$ cat config.mk
export PLATFORM = sky130hd
export DESIGN_NAME = wdt_top
export DESIGN_NICKNAME = d
export VERILOG_FILES = /design/src/hw/wdt_prescaler.v /design/src/hw/wdt_reset_pulse.v /design/src/hw/wdt_top.v
export VERILOG_INCLUDE_DIRS = /design/src /design/src/hw
export SDC_FILE = /design/constraint.sdc
export NUM_CORES = 1
export LEC_CHECK = 0
export BUFFER_PORTS_ARGS = -buffer_cell sky130_fd_sc_hd__buf_2
export CELL_PAD_IN_SITES_DETAIL_PLACEMENT = 1
export CELL_PAD_IN_SITES_GLOBAL_PLACEMENT = 1
export CORE_ASPECT_RATIO = 0.8
export CORE_MARGIN = 1
export CORE_UTILIZATION = 45
export DETAILED_ROUTE_END_ITERATION = 7
export PLACE_DENSITY_LB_ADDON = 0.25
export SLEW_MARGIN = 10
export SYNTH_ARGS = -nofsm -noshare
export SYNTH_HDL_FRONTEND = slang
export SYNTH_SLANG_ARGS = --single-unit
$ cat constraint.sdc
create_clock -name CLK_SYS_IN -period 7.45 [get_ports CLK_SYS_IN]
set_clock_uncertainty 0.1 [all_clocks]
set_input_delay 0.745 -clock CLK_SYS_IN [delete_from_list [all_inputs] [get_ports CLK_SYS_IN]]
set_output_delay 0.745 -clock CLK_SYS_IN [all_outputs]
set_load 0.05 [all_outputs]
$ cat src/hw/wdt_defs.vh
`ifndef WDT_DEFS_VH
`define WDT_DEFS_VH
// Register offsets (byte addresses)
`define WDT_OFS_CONTROL 32'h01d3_0000
`define WDT_OFS_RELOAD 32'h01d3_0004
`define WDT_OFS_COUNT 32'h01d3_0008
// Control field positions
`define WDT_CTL_PRE_HI 15
`define WDT_CTL_PRE_LO 8
`define WDT_CTL_EN_BIT 5
`define WDT_CTL_DIV_HI 4
`define WDT_CTL_DIV_LO 3
`define WDT_CTL_IRQ_BIT 2
`define WDT_CTL_RST_BIT 0
// Reset values
`define WDT_RST_CONTROL 16'h8021
`define WDT_RST_RELOAD 16'h8000
`define WDT_RST_COUNT 16'h8000
// Writable control bits; reserved bits 7:6 and 1 read zero
`define WDT_CTL_MASK 16'hff3d
// Reset pulse length in master-clock cycles
`define WDT_RST_CYCLES 8'h80
`endif

$ cat src/hw/wdt_prescaler.v
`include "wdt_defs.vh"
// Produces one tick every (pre+1)*(16<<div_sel) clocks while run is high
module wdt_prescaler
(
    input wire clk_in,
    input wire rst_n_in,
    input wire run_in,
    input wire [7:0] pre_in,
    input wire [1:0] div_sel_in,
    output reg tick_out
);
    reg [7:0] pre_reg;
    reg [6:0] div_reg;
    reg [6:0] div_top;
    wire pre_wrap;

    always @*
    begin
        case (div_sel_in) // [RULE3]
            2'b00: div_top = 7'h0f;
            2'b01: div_top = 7'h1f;
            2'b10: div_top = 7'h3f;
            2'b11: div_top = 7'h7f;
            default: div_top = 7'h0f;
        endcase
    end

    assign pre_wrap = (pre_reg >= pre_in);

    // Prescale first, then divide the prescaled rate again [RULE1] [RULE4]
    always @(posedge clk_in or negedge rst_n_in)
    begin
        if (!rst_n_in)
        begin
            pre_reg <= 8'h00;
            div_reg <= 7'h00;
            tick_out <= 1'b0;
        end
        else
        begin
            tick_out <= 1'b0;
            if (run_in)
            begin
                if (pre_wrap)
                begin
                    pre_reg <= 8'h00;
                    if (div_reg >= div_top)
                    begin
                        div_reg <= 7'h00;
                        tick_out <= 1'b1;
                    end
                    else
                        div_reg <= div_reg + 7'h01;
                end
                else
                    pre_reg <= pre_reg + 8'h01;
            end
        end
    end
endmodule // wdt_prescaler

$ cat src/hw/wdt_reset_pulse.v
`include "wdt_defs.vh"
// Stretches a one-cycle trigger into a reset of a fixed length
module wdt_reset_pulse
(
    input wire clk_in,
    input wire rst_n_in,
    input wire fire_in,
    output reg active_out
);
    reg [7:0] left_reg;

    always @(posedge clk_in or negedge rst_n_in)
    begin
        if (!rst_n_in)
        begin
            left_reg <= 8'h00;
            active_out <= 1'b0;
        end
        else if (fire_in && !active_out)
        begin
            left_reg <= `WDT_RST_CYCLES - 8'h01; // [RULE7]
            active_out <= 1'b1;
        end
        else if (active_out)
        begin
            if (left_reg == 8'h00)
                active_out <= 1'b0;
            else
                left_reg <= left_reg - 8'h01;
        end
    end
endmodule // wdt_reset_pulse

$ cat src/hw/wdt_top.v
// Operation
// [RULE1] Tick derived from master clock only
// [RULE2] Prescaler field bits 15:8, reset 0x80
// [RULE3] Division select bits 4:3: 16..128
// [RULE4] Tick period (pre+1)*division clocks
// [RULE5] Sixteen-bit counter, usable as interval timer
// [RULE6] Counter reaching zero is a time-out
// [RULE7] Reset output held 128 clocks
// [RULE8] Bit 5 enables counting, resets high
// [RULE9] Bit 2 enables interrupt, resets low
// [RULE10] Bit 0 enables reset output, resets high
// [RULE11] Software writes zero to reserved bits
// [RULE12] Control resets to 0x8021
// [RULE13] Software loads count before enabling
// [RULE14] Count resets 0x8000, later reloads
// [RULE15] Reload register sixteen bits, reset 0x8000
// [RULE16] Count register readable live, writable
// [RULE17] Debug acknowledge blocks reset output
// [RULE18] Interval use: interrupt on, reset off
// [RULE19] Decrement per tick while enabled
// [RULE20] Interrupt is one-cycle pulse when enabled
`include "wdt_defs.vh"
module wdt_top
(
    // Clock and reset
    input wire CLK_SYS_IN,
    input wire RESETN_IN,
    // Register port
    input wire [31:0] ADDR_IN,
    input wire [31:0] WDATA_IN,
    input wire WR_IN,
    input wire RD_IN,
    output reg [31:0] RDATA_OUT,
    // Core status
    input wire CORE_DEBUG_ACKNOWLEDGE_IN,
    // Events
    output reg IRQ_OUT,
    output reg SYS_RESET_OUT
);
    // Reset synchroniser
    reg rst_sync1_reg;
    reg rst_sync2_reg;
    wire rst_n;

    // Register file
    reg [15:0] watchdog_control_reg;
    reg [15:0] watchdog_reload_value_reg;
    reg [15:0] watchdog_live_count_reg;
    reg [15:0] watchdog_control_next;
    reg [15:0] watchdog_reload_value_next;
    reg [15:0] watchdog_live_count_next;
    reg [31:0] rdata_next;

    // Address decode
    reg sel_ctl;
    reg sel_rld;
    reg sel_cnt;
    wire wr_ctl;
    wire wr_rld;
    wire wr_cnt;

    // Control fields
    wire [7:0] pre_val;
    wire [1:0] div_sel;
    wire run;
    wire irq_en;
    wire rst_en;

    // Time-out path
    wire tick;
    wire at_last;
    wire expire;
    wire fire;
    wire rst_active;
    reg timeout_reg;
    reg irq_next;

    // Release is re-timed so every flop leaves reset on the same edge
    always @(posedge CLK_SYS_IN or negedge RESETN_IN)
    begin
        if (!RESETN_IN)
        begin
            rst_sync1_reg <= 1'b0;
            rst_sync2_reg <= 1'b0;
        end
        else
        begin
            rst_sync1_reg <= 1'b1;
            rst_sync2_reg <= rst_sync1_reg;
        end
    end
    assign rst_n = rst_sync2_reg;

    // Full 32-bit compare, so aliases of the three offsets stay unmapped
    always @*
    begin
        sel_ctl = 1'b0;
        sel_rld = 1'b0;
        sel_cnt = 1'b0;
        case (ADDR_IN)
            `WDT_OFS_CONTROL: sel_ctl = 1'b1;
            `WDT_OFS_RELOAD: sel_rld = 1'b1;
            `WDT_OFS_COUNT: sel_cnt = 1'b1;
            default:
            begin
                sel_ctl = 1'b0;
                sel_rld = 1'b0;
                sel_cnt = 1'b0;
            end
        endcase
    end

    // A write strobe on an unmapped address changes nothing
    assign wr_ctl = WR_IN && sel_ctl;
    assign wr_rld = WR_IN && sel_rld;
    assign wr_cnt = WR_IN && sel_cnt;

    // Field views of the control register
    assign pre_val =
        watchdog_control_reg[`WDT_CTL_PRE_HI:`WDT_CTL_PRE_LO]; // [RULE2]
    assign div_sel =
        watchdog_control_reg[`WDT_CTL_DIV_HI:`WDT_CTL_DIV_LO]; // [RULE3]
    assign run = watchdog_control_reg[`WDT_CTL_EN_BIT]; // [RULE8]
    assign irq_en = watchdog_control_reg[`WDT_CTL_IRQ_BIT]; // [RULE9]
    assign rst_en = watchdog_control_reg[`WDT_CTL_RST_BIT]; // [RULE10]

    // The divider phase freezes with the counter, so a pause stays exact
    wdt_prescaler i_wdt_prescaler
    (
        .clk_in(CLK_SYS_IN),
        .rst_n_in(rst_n),
        .run_in(run),
        .pre_in(pre_val),
        .div_sel_in(div_sel),
        .tick_out(tick)
    );

    // A tick that finds the counter at one (or zero) ends the interval;
    // the counter reloads instead of resting at zero
    assign at_last = (watchdog_live_count_reg <= 16'h0001); // [RULE6]
    // A software write to the counter takes that cycle's tick
    assign expire = run && tick && at_last && !wr_cnt; // [RULE6]

    always @*
    begin
        watchdog_live_count_next = watchdog_live_count_reg;
        if (wr_cnt)
        begin
            watchdog_live_count_next = WDATA_IN[15:0]; // [RULE16]
        end
        else if (run && tick) // [RULE19]
        begin
            if (at_last)
            begin
                watchdog_live_count_next =
                    watchdog_reload_value_reg; // [RULE14]
            end
            else
            begin
                watchdog_live_count_next =
                    watchdog_live_count_reg - 16'h0001; // [RULE5]
            end
        end
    end

    // Reserved bits are forced to zero whatever software writes
    always @*
    begin
        watchdog_control_next = watchdog_control_reg;
        if (wr_ctl)
        begin
            watchdog_control_next = WDATA_IN[15:0] & `WDT_CTL_MASK;
        end
    end

    always @*
    begin
        watchdog_reload_value_next = watchdog_reload_value_reg;
        if (wr_rld)
        begin
            watchdog_reload_value_next = WDATA_IN[15:0]; // [RULE15]
        end
    end

    always @(posedge CLK_SYS_IN or negedge rst_n)
    begin
        if (!rst_n)
        begin
            watchdog_control_reg <= `WDT_RST_CONTROL; // [RULE12] [RULE2]
        end
        else
        begin
            watchdog_control_reg <= watchdog_control_next;
        end
    end

    // A new reload value is only used at the next time-out
    always @(posedge CLK_SYS_IN or negedge rst_n)
    begin
        if (!rst_n)
        begin
            watchdog_reload_value_reg <= `WDT_RST_RELOAD; // [RULE15]
        end
        else
        begin
            watchdog_reload_value_reg <= watchdog_reload_value_next;
        end
    end

    // The first interval runs from the reset value, not from the reload
    always @(posedge CLK_SYS_IN or negedge rst_n)
    begin
        if (!rst_n)
        begin
            watchdog_live_count_reg <= `WDT_RST_COUNT; // [RULE14]
        end
        else
        begin
            watchdog_live_count_reg <= watchdog_live_count_next;
        end
    end

    // Registering the event keeps the long compare off the output paths
    always @(posedge CLK_SYS_IN or negedge rst_n)
    begin
        if (!rst_n)
        begin
            timeout_reg <= 1'b0;
        end
        else
        begin
            timeout_reg <= expire; // [RULE6]
        end
    end

    // Debug hold suppresses the trigger, not a pulse already running
    assign fire = timeout_reg && rst_en && // [RULE10]
        !CORE_DEBUG_ACKNOWLEDGE_IN; // [RULE17]

    wdt_reset_pulse i_wdt_reset_pulse
    (
        .clk_in(CLK_SYS_IN),
        .rst_n_in(rst_n),
        .fire_in(fire),
        .active_out(rst_active)
    );

    // Idle cycles and unmapped reads return zero
    always @*
    begin
        rdata_next = 32'h0000_0000;
        if (RD_IN)
        begin
            case ({sel_cnt, sel_rld, sel_ctl})
                3'b001: rdata_next = {16'h0000, watchdog_control_reg};
                3'b010: rdata_next = {16'h0000, watchdog_reload_value_reg};
                3'b100: // [RULE16]
                    rdata_next = {16'h0000, watchdog_live_count_reg};
                default: rdata_next = 32'h0000_0000;
            endcase
        end
    end

    // One pulse per time-out; a masked event is simply lost
    always @*
    begin
        irq_next = timeout_reg && irq_en; // [RULE9] [RULE20]
    end

    always @(posedge CLK_SYS_IN or negedge rst_n)
    begin
        if (!rst_n)
        begin
            RDATA_OUT <= 32'h0000_0000;
        end
        else
        begin
            RDATA_OUT <= rdata_next; // [RULE16]
        end
    end

    always @(posedge CLK_SYS_IN or negedge rst_n)
    begin
        if (!rst_n)
        begin
            IRQ_OUT <= 1'b0;
        end
        else
        begin
            IRQ_OUT <= irq_next; // [RULE20]
        end
    end

    // A pulse still runs to its end if software clears the enable
    always @(posedge CLK_SYS_IN or negedge rst_n)
    begin
        if (!rst_n)
        begin
            SYS_RESET_OUT <= 1'b0;
        end
        else
        begin
            SYS_RESET_OUT <= rst_active; // [RULE7]
        end
    end
endmodule // wdt_top

# --- Word-level counts from Yosys, hierarchy flattened ---
# Index checks and enable logic that the tools add are counted.
totals:
  regBits: 107
  latch_bits: 0
  ramBits: 0
  romBits: 0
  in_bits: 69
  output_inout_bits: 34
  elab_cells: 70
  memories: 0
classes:
  add_sub_neg: 4
  multipliers: 0
  div_mod_pow: 0
  n_lt_le_gt_ge: 3
  eq_ne: 10
  shifts: 0
  mux: 20
  n_bitwise: 0
  reduce_logical: 19
op_table:
  columns: ["op", "n"]
  rows:
  - ["$eq A32 B25 Y1 const B", 3]
  - ["$mux W16", 3]
  - ["$pmux W16 S3", 1]
  - ["$mux W32", 1]
  - ["$mux W8", 4]
  - ["$pmux W7 S4", 1]
  - ["$le A16 B1 Y1 const B", 1]
  - ["$sub A16 B1 Y16 const B", 1]
  - ["$logic_and A1 B1 Y1", 10]
  - ["$mux W1", 9]
  - ["$add A8 B1 Y8 const B", 1]
  - ["$ge A8 B8 Y1", 1]
  - ["$logic_not A8 Y1", 1]
  - ["$sub A8 B1 Y8 const B", 1]
  - ["$add A7 B1 Y7 const B", 1]
  - ["$ge A7 B7 Y1", 1]
  - ["$mux W7", 1]
  - ["$eq A2 B2 Y1 const B", 2]
  - ["$reduce_and A2 Y1", 2]
  - ["$reduce_bool A2 Y1", 2]
  - ["$eq A3 B1 Y1 const B", 1]
  - ["$eq A3 B2 Y1 const B", 1]
  - ["$eq A3 B3 Y1 const B", 1]
  - ["$logic_not A1 Y1", 3]
  - ["3 further kinds", 3]

# --- Depth between registers and ports, before layout ---
# Gate-level depths: netlist of run 1.
logic_depth:
  word_depth: 6
  ltp_mapped: 10
  mapped_depth_nobuf: 7

# --- By module ---
# From an unflattened synthesis of run 1, not the netlist that was laid out.
unflattened:
  cells_unflattened: 503
  area_unflattened_um2: 5096.1
modules_own_cells:
  columns: ["module", "instances", "cells_each", "area_per_inst_um2"]
  rows:
  - ["wdt_top", 1, 346, 3480.8]
  - ["wdt_prescaler", 1, 110, 1123.6]
  - ["wdt_reset_pulse", 1, 47, 491.7]

# --- Worst setup path after synthesis of run 1 ---
# OpenSTA, ideal clock, no wires.
synth_timing:
  path_kind: "input port to flip-flop"
  start: "in ADDR_IN[9]"
  end: "reg watchdog_reload_value_reg[0]"
  setup_time_ns: 0.125
  t_arrival_ns: 2.423
  required_time_ns: 7.225
  path_slack_ns: 4.802
  stages: 6
  n_path_buf: 1
  path_cell_list: "nor4b_1 > nand4_1 > or2_2 > nor3b_4 > buf_4 > mux2_2"
synth_between:
  elab_chain_len: 3
synth_rtl:
  columns: ["item", "line_no", "source"]
  rows:
  - ["start, declared", "wdt_top.v:29", "input wire [31:0] ADDR_IN,"]
  - ["$eq A32 B25 Y1", "wdt_top.v:100", "case (ADDR_IN)"]
  - ["$mux W1", "wdt_top.v:100", null]
  - ["$logic_and A1 B1 Y1", "wdt_top.v:115", "assign wr_rld = WR_IN && sel_rld;"]
  - ["end signal, assigned", "wdt_top.v:202", "watchdog_reload_value_reg <= `WDT_RST_RELOAD;"]
  - ["end signal, assigned", "wdt_top.v:206", "watchdog_reload_value_reg <= watchdog_reload_value_next;"]
  - ["end, declared", "wdt_top.v:47", "reg [15:0] watchdog_reload_value_reg;"]
# No other way between the ends.
# A chain may end at the register's enable or synchronous reset.

# --- Final worst setup path of run 1 ---
layout_timing:
  start: "in ADDR_IN[25]"
  end: "reg watchdog_reload_value_reg[8]"
# The elaborated chain is that of the path after synthesis.

==> results.py, run 1 <==
metrics = {
    "cells_and_area": {
        "syn2layout_area_growth_pct": 13.8,
        "drive_gt1_share_pct": 23.0,
        "fill_cells": 1279,
        "regArea_mm2": 0.00229,
        "multi_input_area_mm2": 0.00249,
        "antennaDiodeCount": 0,
        "layout.nets": 663,
        "design_area_mm2": 0.00574,
        "final_core_util_pct": 52.7,
    },
    "critical_path": {
        "path_class": "in2reg",
        "r2r-end": "watchdog_live_count_reg[3]$_DFFE_PN0P_",
        "cp-end-kind": "register",
        "cp-start-kind": "input pin",
        "r2r_slack_ns": 4.90,
        "worstPathRequired_ns": 7.58,
        "r2r_cells": 7,
        "cp.arrival_ns": 3.08,
        "reg2reg_from": "watchdog_live_count_reg[1]$_DFFE_PN0P_",
        "path_max_fanout": 16,
    },
    "yosys": {
        "async_flop_share_pct": 100,
        "synthFlopType": "dfrtp_1",
        "yosysUniqueCellTypes": 61,
        "yosys_warnings": 0,
        "ys_ff_latch": 91,
        "mappedNetlistArea_mm2": 0.00504,
        "syn_inst": 518,
        "syn_area_per_cell_um2": 9.73,
        "synth-edff-count": 0,
        "yosysSeqAreaShare_pct": 45.3,
    },
    "timing": {
        "finalCriticalPeriod_ns": 2.95,
        "whs_ns": 0.0658,
        "maxSlewViolCount": 0,
        "setup_violations": 0,
        "slew_headroom_pct": 29.3,
        "fin_setup_tns_ns": 0,
        "tightest_slew_ns": 1.06,
        "hold_violations": 0,
        "setup_ws_ns": 4.50,
        "fin_crit_sh_pct": 39.5,
        "fmax_ghz": 0.340,
        "rsz0062_at_grt": "no",
    },
    "global_routing": {
        "gr-total-overflow": 0,
        "track_usage_pct": 24.4,
        "antenna_found_initial": 0,
        "grt_start_max_net_pins": 62,
        "grt_pass1_wl_um": 22300,
        "grt_pass1_vias": 4426,
    },
    "power_and_ir_drop": {
        "vdd_drop_max_mv": 0.0939,
        "p_leak_uw": 0.00253,
        "powerDensity_mw_per_mm2": 174,
    },
    "detailed_routing": {
        "drt_iter0_markers": 232,
        "vias": 4149,
        "post_drt_wl_per_cell_um": 18.2,
        "routed.top_layer": "met4",
        "dr.pass1.iters": 5,
        "wl_met2_um": 6340,
        "drt-total-wl_um": 13300,
        "wl_met1_um": 6280,
        "vias_per_cell": 5.71,
        "drcViolationCount": 0,
        "ant_nets": 0,
        "route.met3.wl_um": 445,
    },
    "placed_design": {
        "place_ws_ns": 4.16,
        "port_buffers": 70,
        "place_area_mm2": 0.00545,
        "dp_hpwl_um": 9210,
        "globalplace.congestion": 0.817,
    },
    "worst_hold_path": {
        "hold_path.class": "in2async",
    },
    "cts": {
        "cts_tree": "built",
        "h-tree-depth": 3,
        "cts_root_buf": "clkbuf_16",
        "cts_buffer_depth": 2,
        "worstSkewPairLatency_ns": 0.35,
        "post_cts_buffers": 0,
        "path_clk_slew_ns": 0.07,
        "cts-buffers-inserted": 9,
        "cts_sinks": 91,
        "cts_hold_buf": 0,
        "cts-resized-gates": 0,
    },
    "run_status": {
        "status": "complete, no violations",
    },
    "floorplanning": {
        "rows": 34,
        "pin_count": 103,
        "die_w_um": 120,
        "fp.dieH_um": 96.7,
        "die_area_mm2": 0.0116,
        "start_util_pct": 46.3,
        "core_area_mm2": 0.0109,
    },
    "flow_run": {
        "cap_violations": 0,
    },
}
[stage by stage]
stage,total power [uW],std cells
2_1_floorplan,549,533
3_3_place_gp,564,711
3_5_place_dp,566,711
4_1_cts,1010,727
5_1_grt,1030,727
6_report,996,727
[cell usage after synthesis (2+ instances only)]
master | count | area [um^2]
nand2_1 | 33 | 124
or3_1 | 11 | 68.8
nor3_2 | 2 | 20.0
o31ai_1 | 5 | 37.5
o311ai_0 | 2 | 17.5
nand2b_1 | 2 | 12.5
nor4b_1 | 3 | 26.3
a31oi_1 | 6 | 37.5
o211ai_1 | 10 | 75.1
a41oi_1 | 2 | 17.5
clkbuf_1 | 21 | 78.8
nor4bb_1 | 2 | 20.0
a21oi_1 | 23 | 115
dfstp_2 | 5 | 131
o21ai_1 | 4 | 20.0
a211oi_1 | 5 | 37.5
conb_1 | 2 | 7.51
nor2b_1 | 10 | 62.6
nor4_1 | 8 | 50.1
o311ai_1 | 2 | 17.5
mux2i_1 | 14 | 140
or4_1 | 3 | 22.5
xor2_1 | 3 | 26.3
buf_4 | 17 | 128
a22o_1 | 4 | 35.0
nor3_1 | 14 | 70.1
nor3b_1 | 3 | 22.5
o21ai_0 | 14 | 70.1
dfrtp_1 | 86 | 2150
and2_1 | 3 | 18.8
a2bb2oi_1 | 4 | 35.0
xnor2_1 | 10 | 87.6
o2bb2ai_1 | 2 | 17.5
ha_1 | 16 | 200
buf_2 | 3 | 15.0
nor2_1 | 55 | 206
nand3_1 | 13 | 65.1
inv_1 | 26 | 97.6
mux2_2 | 29 | 327
o21a_1 | 2 | 15.0
a22oi_1 | 3 | 22.5
and3_1 | 4 | 25.0
a2111oi_0 | 2 | 17.5
nand4_1 | 13 | 81.3
[placed cells by master (no fill, tap or decap), drive strengths merged, types with 11 or more instances in the layout]
master  Yosys  final
nor3       16     16
nand2      33     33
nand4      13     13
o21ai      18     18
nand3      13     13
nor2       55     55
buf        21     76
mux2i      14     14
conb        2     17
inv        26     28
ha         16     16
dfrtp      86     86
a21oi      23     23
mux2       30     30
or3        11     11
[worst max-delay path by stage]
stage	from	endpoint	cells after the start
floorplan	rst_n$_DFF_PN0_	IRQ_OUT$_DFF_PN0_	0
global route	ADDR_IN[25]	watchdog_reload_value_reg[11]$_DFFE_PN0P_	6
CTS	ADDR_IN[25]	watchdog_reload_value_reg[11]$_DFFE_PN0P_	6
global placement	ADDR_IN[25]	watchdog_reload_value_reg[9]$_DFFE_PN0P_	6
detailed placement	ADDR_IN[25]	watchdog_reload_value_reg[9]$_DFFE_PN0P_	6
finish	ADDR_IN[25]	watchdog_reload_value_reg[8]$_DFFE_PN0P_	6
[area by class of cell]
| cell class | count | area share (%) |
|---|---|---|
| Tap cell | 144 | 3.14 |
| Sequential cell | 91 | 39.9 |
| Multi-Input combinational cell | 374 | 43.4 |
| Inverter | 26 | 1.70 |
| Clock buffer | 9 | 3.92 |
| Clock inverter | 7 | 1.07 |
| Timing Repair Buffer | 76 | 6.89 |
[critical path, stage by stage]
cell	delay, ns
buf_2	0.10
nor4b_1	0.31
nand4_1	0.24
or2_2	0.39
nor3b_4	0.87
mux2_2	0.42
[kinds of logic (layout without fill, tap and decap cells)]
family | count (synthesis) | after routing | synth area share [%]
xor+xnor | 13 | 13 | 2.26
mux | 44 | 44 | 9.48
simple gates | 185 | 185 | 18.9
other cells | 2 | 17 | 0.149
fa+ha+maj | 16 | 16 | 3.97
flops | 91 | 91 | 45.3
compound gates | 99 | 99 | 13.4
buf+inv | 68 | 118 | 6.55
[routing by layer]
metal,vias to the layer above,track usage (%)
met4,0,7.79
met3,18,4.25
li1,1952,-
met5,-,0
met2,70,40.0
met1,2109,32.9
[power by group]
part	total, uW	internal [uW]	switching [uW]
Sequential	498	495	2.99
Combinational	58.3	16.9	41.3
Clock	440	231	209
Total	996	743	253
No activity file was read; power rests on OpenSTA's default activity.
==> run 2: changes to the inputs <==
Settings changed: ABC_AREA from default to 1, CORE_UTILIZATION 45 to 41.
Clock period 7.45 ns to 3 ns, I/O delays scaled along.
==> results.py, run 2 <==
metrics = {
    "run_status": {
        "status": "complete, no violations",
    },
    "placed_design": {
        "port_buffers": 70,
        "dp_hpwl_um": 12900,
        "globalplace.congestion": 0.817,
    },
    "yosys": {
        "yosysSeqAreaShare_pct": 39.2,
        "syn_inst": 816,
        "synth_commonest_cells": "nand2_1, nor2_1, inv_1",
        "async_flop_share_pct": 100,
        "synth_top_cell_area_share_pct": 36.9,
        "yosysTopAreaCell": "dfrtp_1",
        "syn_area_per_cell_um2": 7.14,
        "synth-edff-count": 0,
        "synthFlopType": "dfrtp_1",
        "mappedNetlistArea_mm2": 0.00583,
        "yosysMostFrequentCell": "nand2_1",
        "synthTopCellsByArea": "dfrtp_1, nand2_1, nand3_1",
        "ys_ff_latch": 91,
        "yosysUniqueCellTypes": 34,
        "yosys_warnings": 0,
    },
    "detailed_routing": {
        "drt_iter0_markers": 255,
        "routed.top_layer": "met4",
        "ant_nets": 0,
        "route.met3.wl_um": 848,
        "drcViolationCount": 0,
        "drt-total-wl_um": 16900,
        "vias": 5426,
        "vias_per_cell": 5.08,
        "dr.pass1.iters": 4,
        "wl_met2_um": 8130,
        "wl_met1_um": 7820,
        "post_drt_wl_per_cell_um": 15.8,
    },
    "worst_hold_path": {
        "min_path_cells": 3,
        "hold_path.class": "in2reg",
        "hp-start": "WDATA_IN[7]",
    },
    "critical_path": {
        "cp-end-kind": "register",
        "path_max_fanout": 10,
        "critPathLaunch": "watchdog_control_reg[15]$_DFFE_PN1P_",
        "reg2reg_from": "watchdog_control_reg[15]$_DFFE_PN1P_",
        "r2r_cells": 8,
        "worstPathRequired_ns": 3.17,
        "cp.arrival_ns": 2.33,
        "path_class": "reg2reg",
        "cp-start-kind": "register",
    },
    "floorplanning": {
        "core_area_mm2": 0.0137,
        "die_area_mm2": 0.0147,
        "rows": 38,
        "pin_count": 103,
        "start_util_pct": 42.6,
        "fp.dieH_um": 109,
        "die_w_um": 135,
    },
    "cts": {
        "worstSkewPairLatency_ns": 0.35,
        "post_cts_buffers": 0,
        "cts_sinks": 91,
        "cts-resized-gates": 0,
        "cts_buffer_depth": 2,
        "h-tree-depth": 3,
        "path_clk_slew_ns": 0.06,
        "cts-buffers-inserted": 9,
        "cts_root_buf": "clkbuf_16",
        "cts_tree": "built",
    },
    "global_routing": {
        "antenna_found_initial": 0,
        "grt_start_max_net_pins": 38,
        "grt_pass1_vias": 5604,
        "gr-total-overflow": 0,
        "track_usage_pct": 24.6,
        "grt_pass1_wl_um": 27900,
    },
    "cells_and_area": {
        "layout.nets": 969,
        "multi_input_area_mm2": 0.00295,
        "syn2layout_area_growth_pct": 13.6,
        "layout_commonest_cell": "nand2_1",
        "regArea_mm2": 0.00229,
        "final_cell_mix": "nand2_1, nor2_1, inv_1, nand3_1, dfrtp_1",
        "antennaDiodeCount": 0,
        "drive_gt1_share_pct": 16.8,
        "fill_cells": 1738,
    },
    "timing": {
        "finalCriticalPeriod_ns": 2.16,
        "setup_violations": 0,
        "rsz0062_at_grt": "no",
        "fin_crit_sh_pct": 72.1,
        "maxSlewViolCount": 0,
        "fmax_ghz": 0.463,
        "fin_setup_tns_ns": 0,
        "slew_headroom_pct": 65.8,
        "tightest_slew_ns": 0.513,
        "hold_violations": 0,
    },
    "power_and_ir_drop": {
        "p_leak_uw": 0.00361,
        "p_total_uw": 2700,
        "powerDensity_mw_per_mm2": 407,
        "vdd_drop_max_mv": 0.246,
    },
    "flow_run": {
        "cap_violations": 0,
    },
}
==> run 2: what timing repair did <==
item | 4_1_cts | 5_1_grt
hold buffers | 1 | 0
hold endpoints to repair | 2 | 0
endpoints found under the setup margin | 0 | 0
==> run 2: kinds of logic (layout without fill, tap and decap cells) <==
kind of cell    Yosys count  in the layout  synth area share, %
buf+inv                 144            202                 11.2
xor+xnor                 16             16                 2.40
flops                    91             91                 39.2
compound gates           55             55                 4.96
simple gates            492            492                 38.7
other cells               2             17                0.129
fa+ha+maj                16             16                 3.44
==> run 2: final timing paths <==
| path | slack (ns) | endpoint |
|---|---|---|
| min in group asynchronous | 0.17 | rst_n$_DFF_PN0_ |
| max | 0.84 | i_wdt_prescaler.pre_reg[6]$_DFFE_PN0P_ |
| min reg2reg | 0.20 | i_wdt_prescaler.div_reg[2]$_DFFE_PN0P_ |
| max in group asynchronous | 1.78 | watchdog_control_reg[15]$_DFFE_PN1P_ |
| max reg2reg | 0.84 | i_wdt_prescaler.pre_reg[6]$_DFFE_PN0P_ |
| min | 0.09 | watchdog_reload_value_reg[7]$_DFFE_PN0P_ |
==> run 2: area by class of cell <==
| type | instances | share of cell area (%) |
|---|---|---|
| clock buffer | 11 | 3.51 |
| inverter | 108 | 6.12 |
| clock inverter | 5 | 1.66 |
| tap | 180 | 3.40 |
| timing repair buffer | 78 | 6.24 |
| sequential | 91 | 34.5 |
| multi-input combinational | 596 | 44.5 |
==> run 2: metal layers <==
metal	global-route usage, %	vias to the layer above
li1	-	2660
met1	32.8	2638
met2	41.9	116
met3	4.32	12
met4	5.22	0
met5	0	-
==> run 2: critical path, cell delays in order, from the launching register on <==
cell	delay, ns
dfstp_2	0.53
inv_1	0.05
ha_1	0.29
a21oi_1	0.17
o21a_1	0.20
nand2_1	0.22
nand2_2	0.26
inv_1	0.14
nor2_1	0.12
==> run 2: metrics by stage <==
step                      instances  worst slack, ns  hold slack, ns  util, %  cell area, um^2
after floorplan                 831            0.186         -0.0956        -             5880
after global routing           1069            0.671          0.0953     48.4             6620
final                          1069            0.838          0.0927     48.4             6620
after CTS                      1069            0.822          0.0767     48.4             6620
after detailed placement       1052            0.837         -0.0128     45.8             6270
after global placement         1052            0.882         -0.0153     45.8             6270
==> run 2: report_power, final <==
part / switching (uW) / leakage (uW) / internal (uW)
clock network: 489 / 0.000166 / 822
registers: 10.1 / 0.00116 / 1230
logic: 109 / 0.00229 / 36.7
==> run 3: changes to the inputs <==
Settings changed: ABC_AREA 1 to 0, CORE_UTILIZATION 41 to 42.
Clock period 3 ns to 2 ns, I/O delays scaled along.
==> results.py, run 3 (same netlist as run 1, synthesis figures left out) <==
metrics = {
    "run_status": {
        "status": "finished, violations left",
        "failed_checks": "setup timing",
    },
    "power_and_ir_drop": {
        "seqPwrFrac_pct": 47.3,
        "vdd_drop_max_mv": 0.477,
        "power.switching_uw": 909,
        "powerDensity_mw_per_mm2": 569,
        "p_leak_uw": 0.00311,
        "p_sw_share_pct": 23.2,
        "clockPowerShare_pct": 46.5,
        "power.internal_uw": 3010,
        "pwr-share-comb_pct": 6.2,
    },
    "critical_path": {
        "path_delay_family": "simple AND/OR/NAND/NOR gates",
        "worstPathRequired_ns": 2.13,
        "cp-end-kind": "register",
        "cp.depth": 7,
        "cp.arrival_ns": 2.38,
        "critPathSlowestCell": "or4_4",
        "cp-start-kind": "register",
        "path_max_fanout": 7,
        "r2r_slack_ns": -0.25,
        "r2r_cells": 7,
        "critical_path.endpoint": "watchdog_live_count_reg[1]$_DFFE_PN0P_",
        "critPathLaunch": "watchdog_live_count_reg[14]$_DFFE_PN0P_",
        "cp_num_buf_inv": 2,
        "cp_cell_sequence": "or4_4 -> or3_4 -> buf_6 -> buf_4 -> nor2_4 -> a211oi_1 -> o31ai_1",
        "path_class": "reg2reg",
        "r2r-end": "watchdog_live_count_reg[1]$_DFFE_PN0P_",
        "cp_slowest_stage_delay_ns": 0.54,
        "reg2reg_from": "watchdog_live_count_reg[14]$_DFFE_PN0P_",
    },
    "cells_and_area": {
        "fill_cells": 1288,
        "layout.nets": 747,
        "layout_commonest_cell": "dfrtp_1",
        "drive_gt1_share_pct": 40.2,
        "final_cell_mix": "dfrtp_1, buf_4, buf_2, nor2_1, nand2_1",
        "antennaDiodeCount": 0,
        "syn2layout_area_growth_pct": 36.8,
        "final_core_util_pct": 59.4,
    },
    "timing": {
        "hold_violations": 0,
        "rsz0062_at_grt": "yes",
        "setup_ws_ns": -0.252,
        "fin_crit_sh_pct": 113,
        "maxSlewViolCount": 0,
        "finalCriticalPeriod_ns": 2.25,
        "fin_setup_tns_ns": -2.21,
        "setup_violations": 18,
        "fmax_ghz": 0.444,
    },
    "floorplanning": {
        "die_area_mm2": 0.0125,
        "fp.dieH_um": 100,
        "core_area_mm2": 0.0116,
        "start_util_pct": 43.5,
        "die_w_um": 125,
        "pin_count": 103,
        "rows": 35,
    },
    "global_routing": {
        "gr-usage-met2_pct": 48.4,
        "grt_pass1_vias": 5140,
        "gr-total-overflow": 0,
        "grt_pass1_wl_um": 27300,
        "grt_use_met1_pct": 35.6,
        "track_usage_pct": 28.1,
        "antenna_found_initial": 0,
        "gr-usage-met3_pct": 4.96,
        "grt.busiest_layer": "met2",
        "grt_start_max_net_pins": 43,
    },
    "cts": {
        "cts_tree": "built",
        "cts_root_buf": "clkbuf_16",
        "cts_buffer_depth": 2,
        "worstSkewPairLatency_ns": 0.35,
        "cts-buffers-inserted": 9,
        "cts_sinks": 91,
        "path_clk_slew_ns": 0.07,
        "h-tree-depth": 3,
    },
    "detailed_routing": {
        "vias": 4755,
        "drt-total-wl_um": 17300,
        "drt_iter0_markers": 249,
        "dr.pass1.iters": 4,
        "drcViolationCount": 0,
        "ant_nets": 0,
        "post_drt_wl_per_cell_um": 21.2,
        "vias_per_cell": 5.83,
    },
    "placed_design": {
        "globalplace.congestion": 0.861,
        "port_buffers": 70,
        "dp_hpwl_um": 11200,
    },
    "flow_run": {
        "cap_violations": 0,
    },
    "worst_hold_path": {
        "hold_path.class": "in2reg",
    },
}
run 3: cell count changes in the layout (fill, tap and decap cells not counted), moves of 11 or more:
cell     before  now
nand2_2      12    0
o21ai_0      24    3
inv_1       105   23
o21ai_1      21   10
buf_4         7   75
nor2_2       20    1
a21oi_1       5   22
mux2i_1       0   14
nand2_1     217   31
mux2_2        0   28
nor2_1      110   52
nand3_1      92   12
run 3: area by class of cell:
cell class	instances	area, um^2	area share, %
multi-input combinational	375	2900	42.1
sequential	91	2290	33.2
timing repair buffer	159	1110	16.1
clock buffer	11	233	3.37
tap	148	185	2.69
inverter	26	97.6	1.42
clock inverter	5	77.6	1.12
run 3: power groups by stage:
| stage | combinational [uW] | clock (uW) | sequential [uW] |
|---|---|---|---|
| after floorplan | 143 | 0 | 1900 |
| after global placement | 228 | 0 | 1890 |
| after detailed placement | 234 | 0 | 1890 |
| after CTS | 242 | 1830 | 1860 |
| after global routing | 260 | 1930 | 1860 |
| final | 242 | 1820 | 1860 |
run 3: how the worst min path moves through the flow:
stage | from | end | cells past startpoint
finish | WDATA_IN[2] | watchdog_live_count_reg[2]$_DFFE_PN0P_ | 3
global route | WDATA_IN[3] | watchdog_reload_value_reg[3]$_DFFE_PN0P_ | 2
CTS | WDATA_IN[10] | watchdog_live_count_reg[10]$_DFFE_PN0P_ | 3
global placement | RESETN_IN | rst_sync1_reg$_DFF_PN0_ | 1
detailed placement | RESETN_IN | rst_sync1_reg$_DFF_PN0_ | 1
floorplan | RESETN_IN | rst_n$_DFF_PN0_ | 0
run 3: stage by stage:
step	cells	cell area (um^2)	hold slack (ns)	total power, uW	setup slack, ns
after floorplan	533	5160	-0.196	2050	-0.145
after global placement	780	6040	-0.115	2120	-0.170
after detailed placement	780	6040	-0.109	2130	-0.305
after CTS	809	6680	0.00643	3930	-0.206
after global routing	815	6900	0.0207	4050	-0.308
final	815	6900	0.0133	3920	-0.252
run 3: metal layers:
layer | wire [um] | vias to the layer above | share of wire, %
met5 | 0 | - | 0
met3 | 986 | 41 | 5.7
li1 | - | 2118 | -
met4 | 400 | 0 | 2.3
met1 | 7230 | 2395 | 42
met2 | 8680 | 201 | 50
run 3: repair_timing:
action | in CTS | in global routing
endpoints found under the setup margin | 35 | 32
pin swaps | 34 | 27
gates resized for setup | 51 | 37
endpoints found under the hold margin | 5 | 0
buffers inserted | 8 | 7
hold buffers | 4 | 0
cloned | 1 | 0
run 3: worst register-to-register path, delay by kind of cell (launching register included):
kind	cells	cell delay, ns
and+or+nand+nor	3	0.99
DFF	1	0.38
AOI/OAI and AO/OA	2	0.37
buffers and inverters	2	0.29
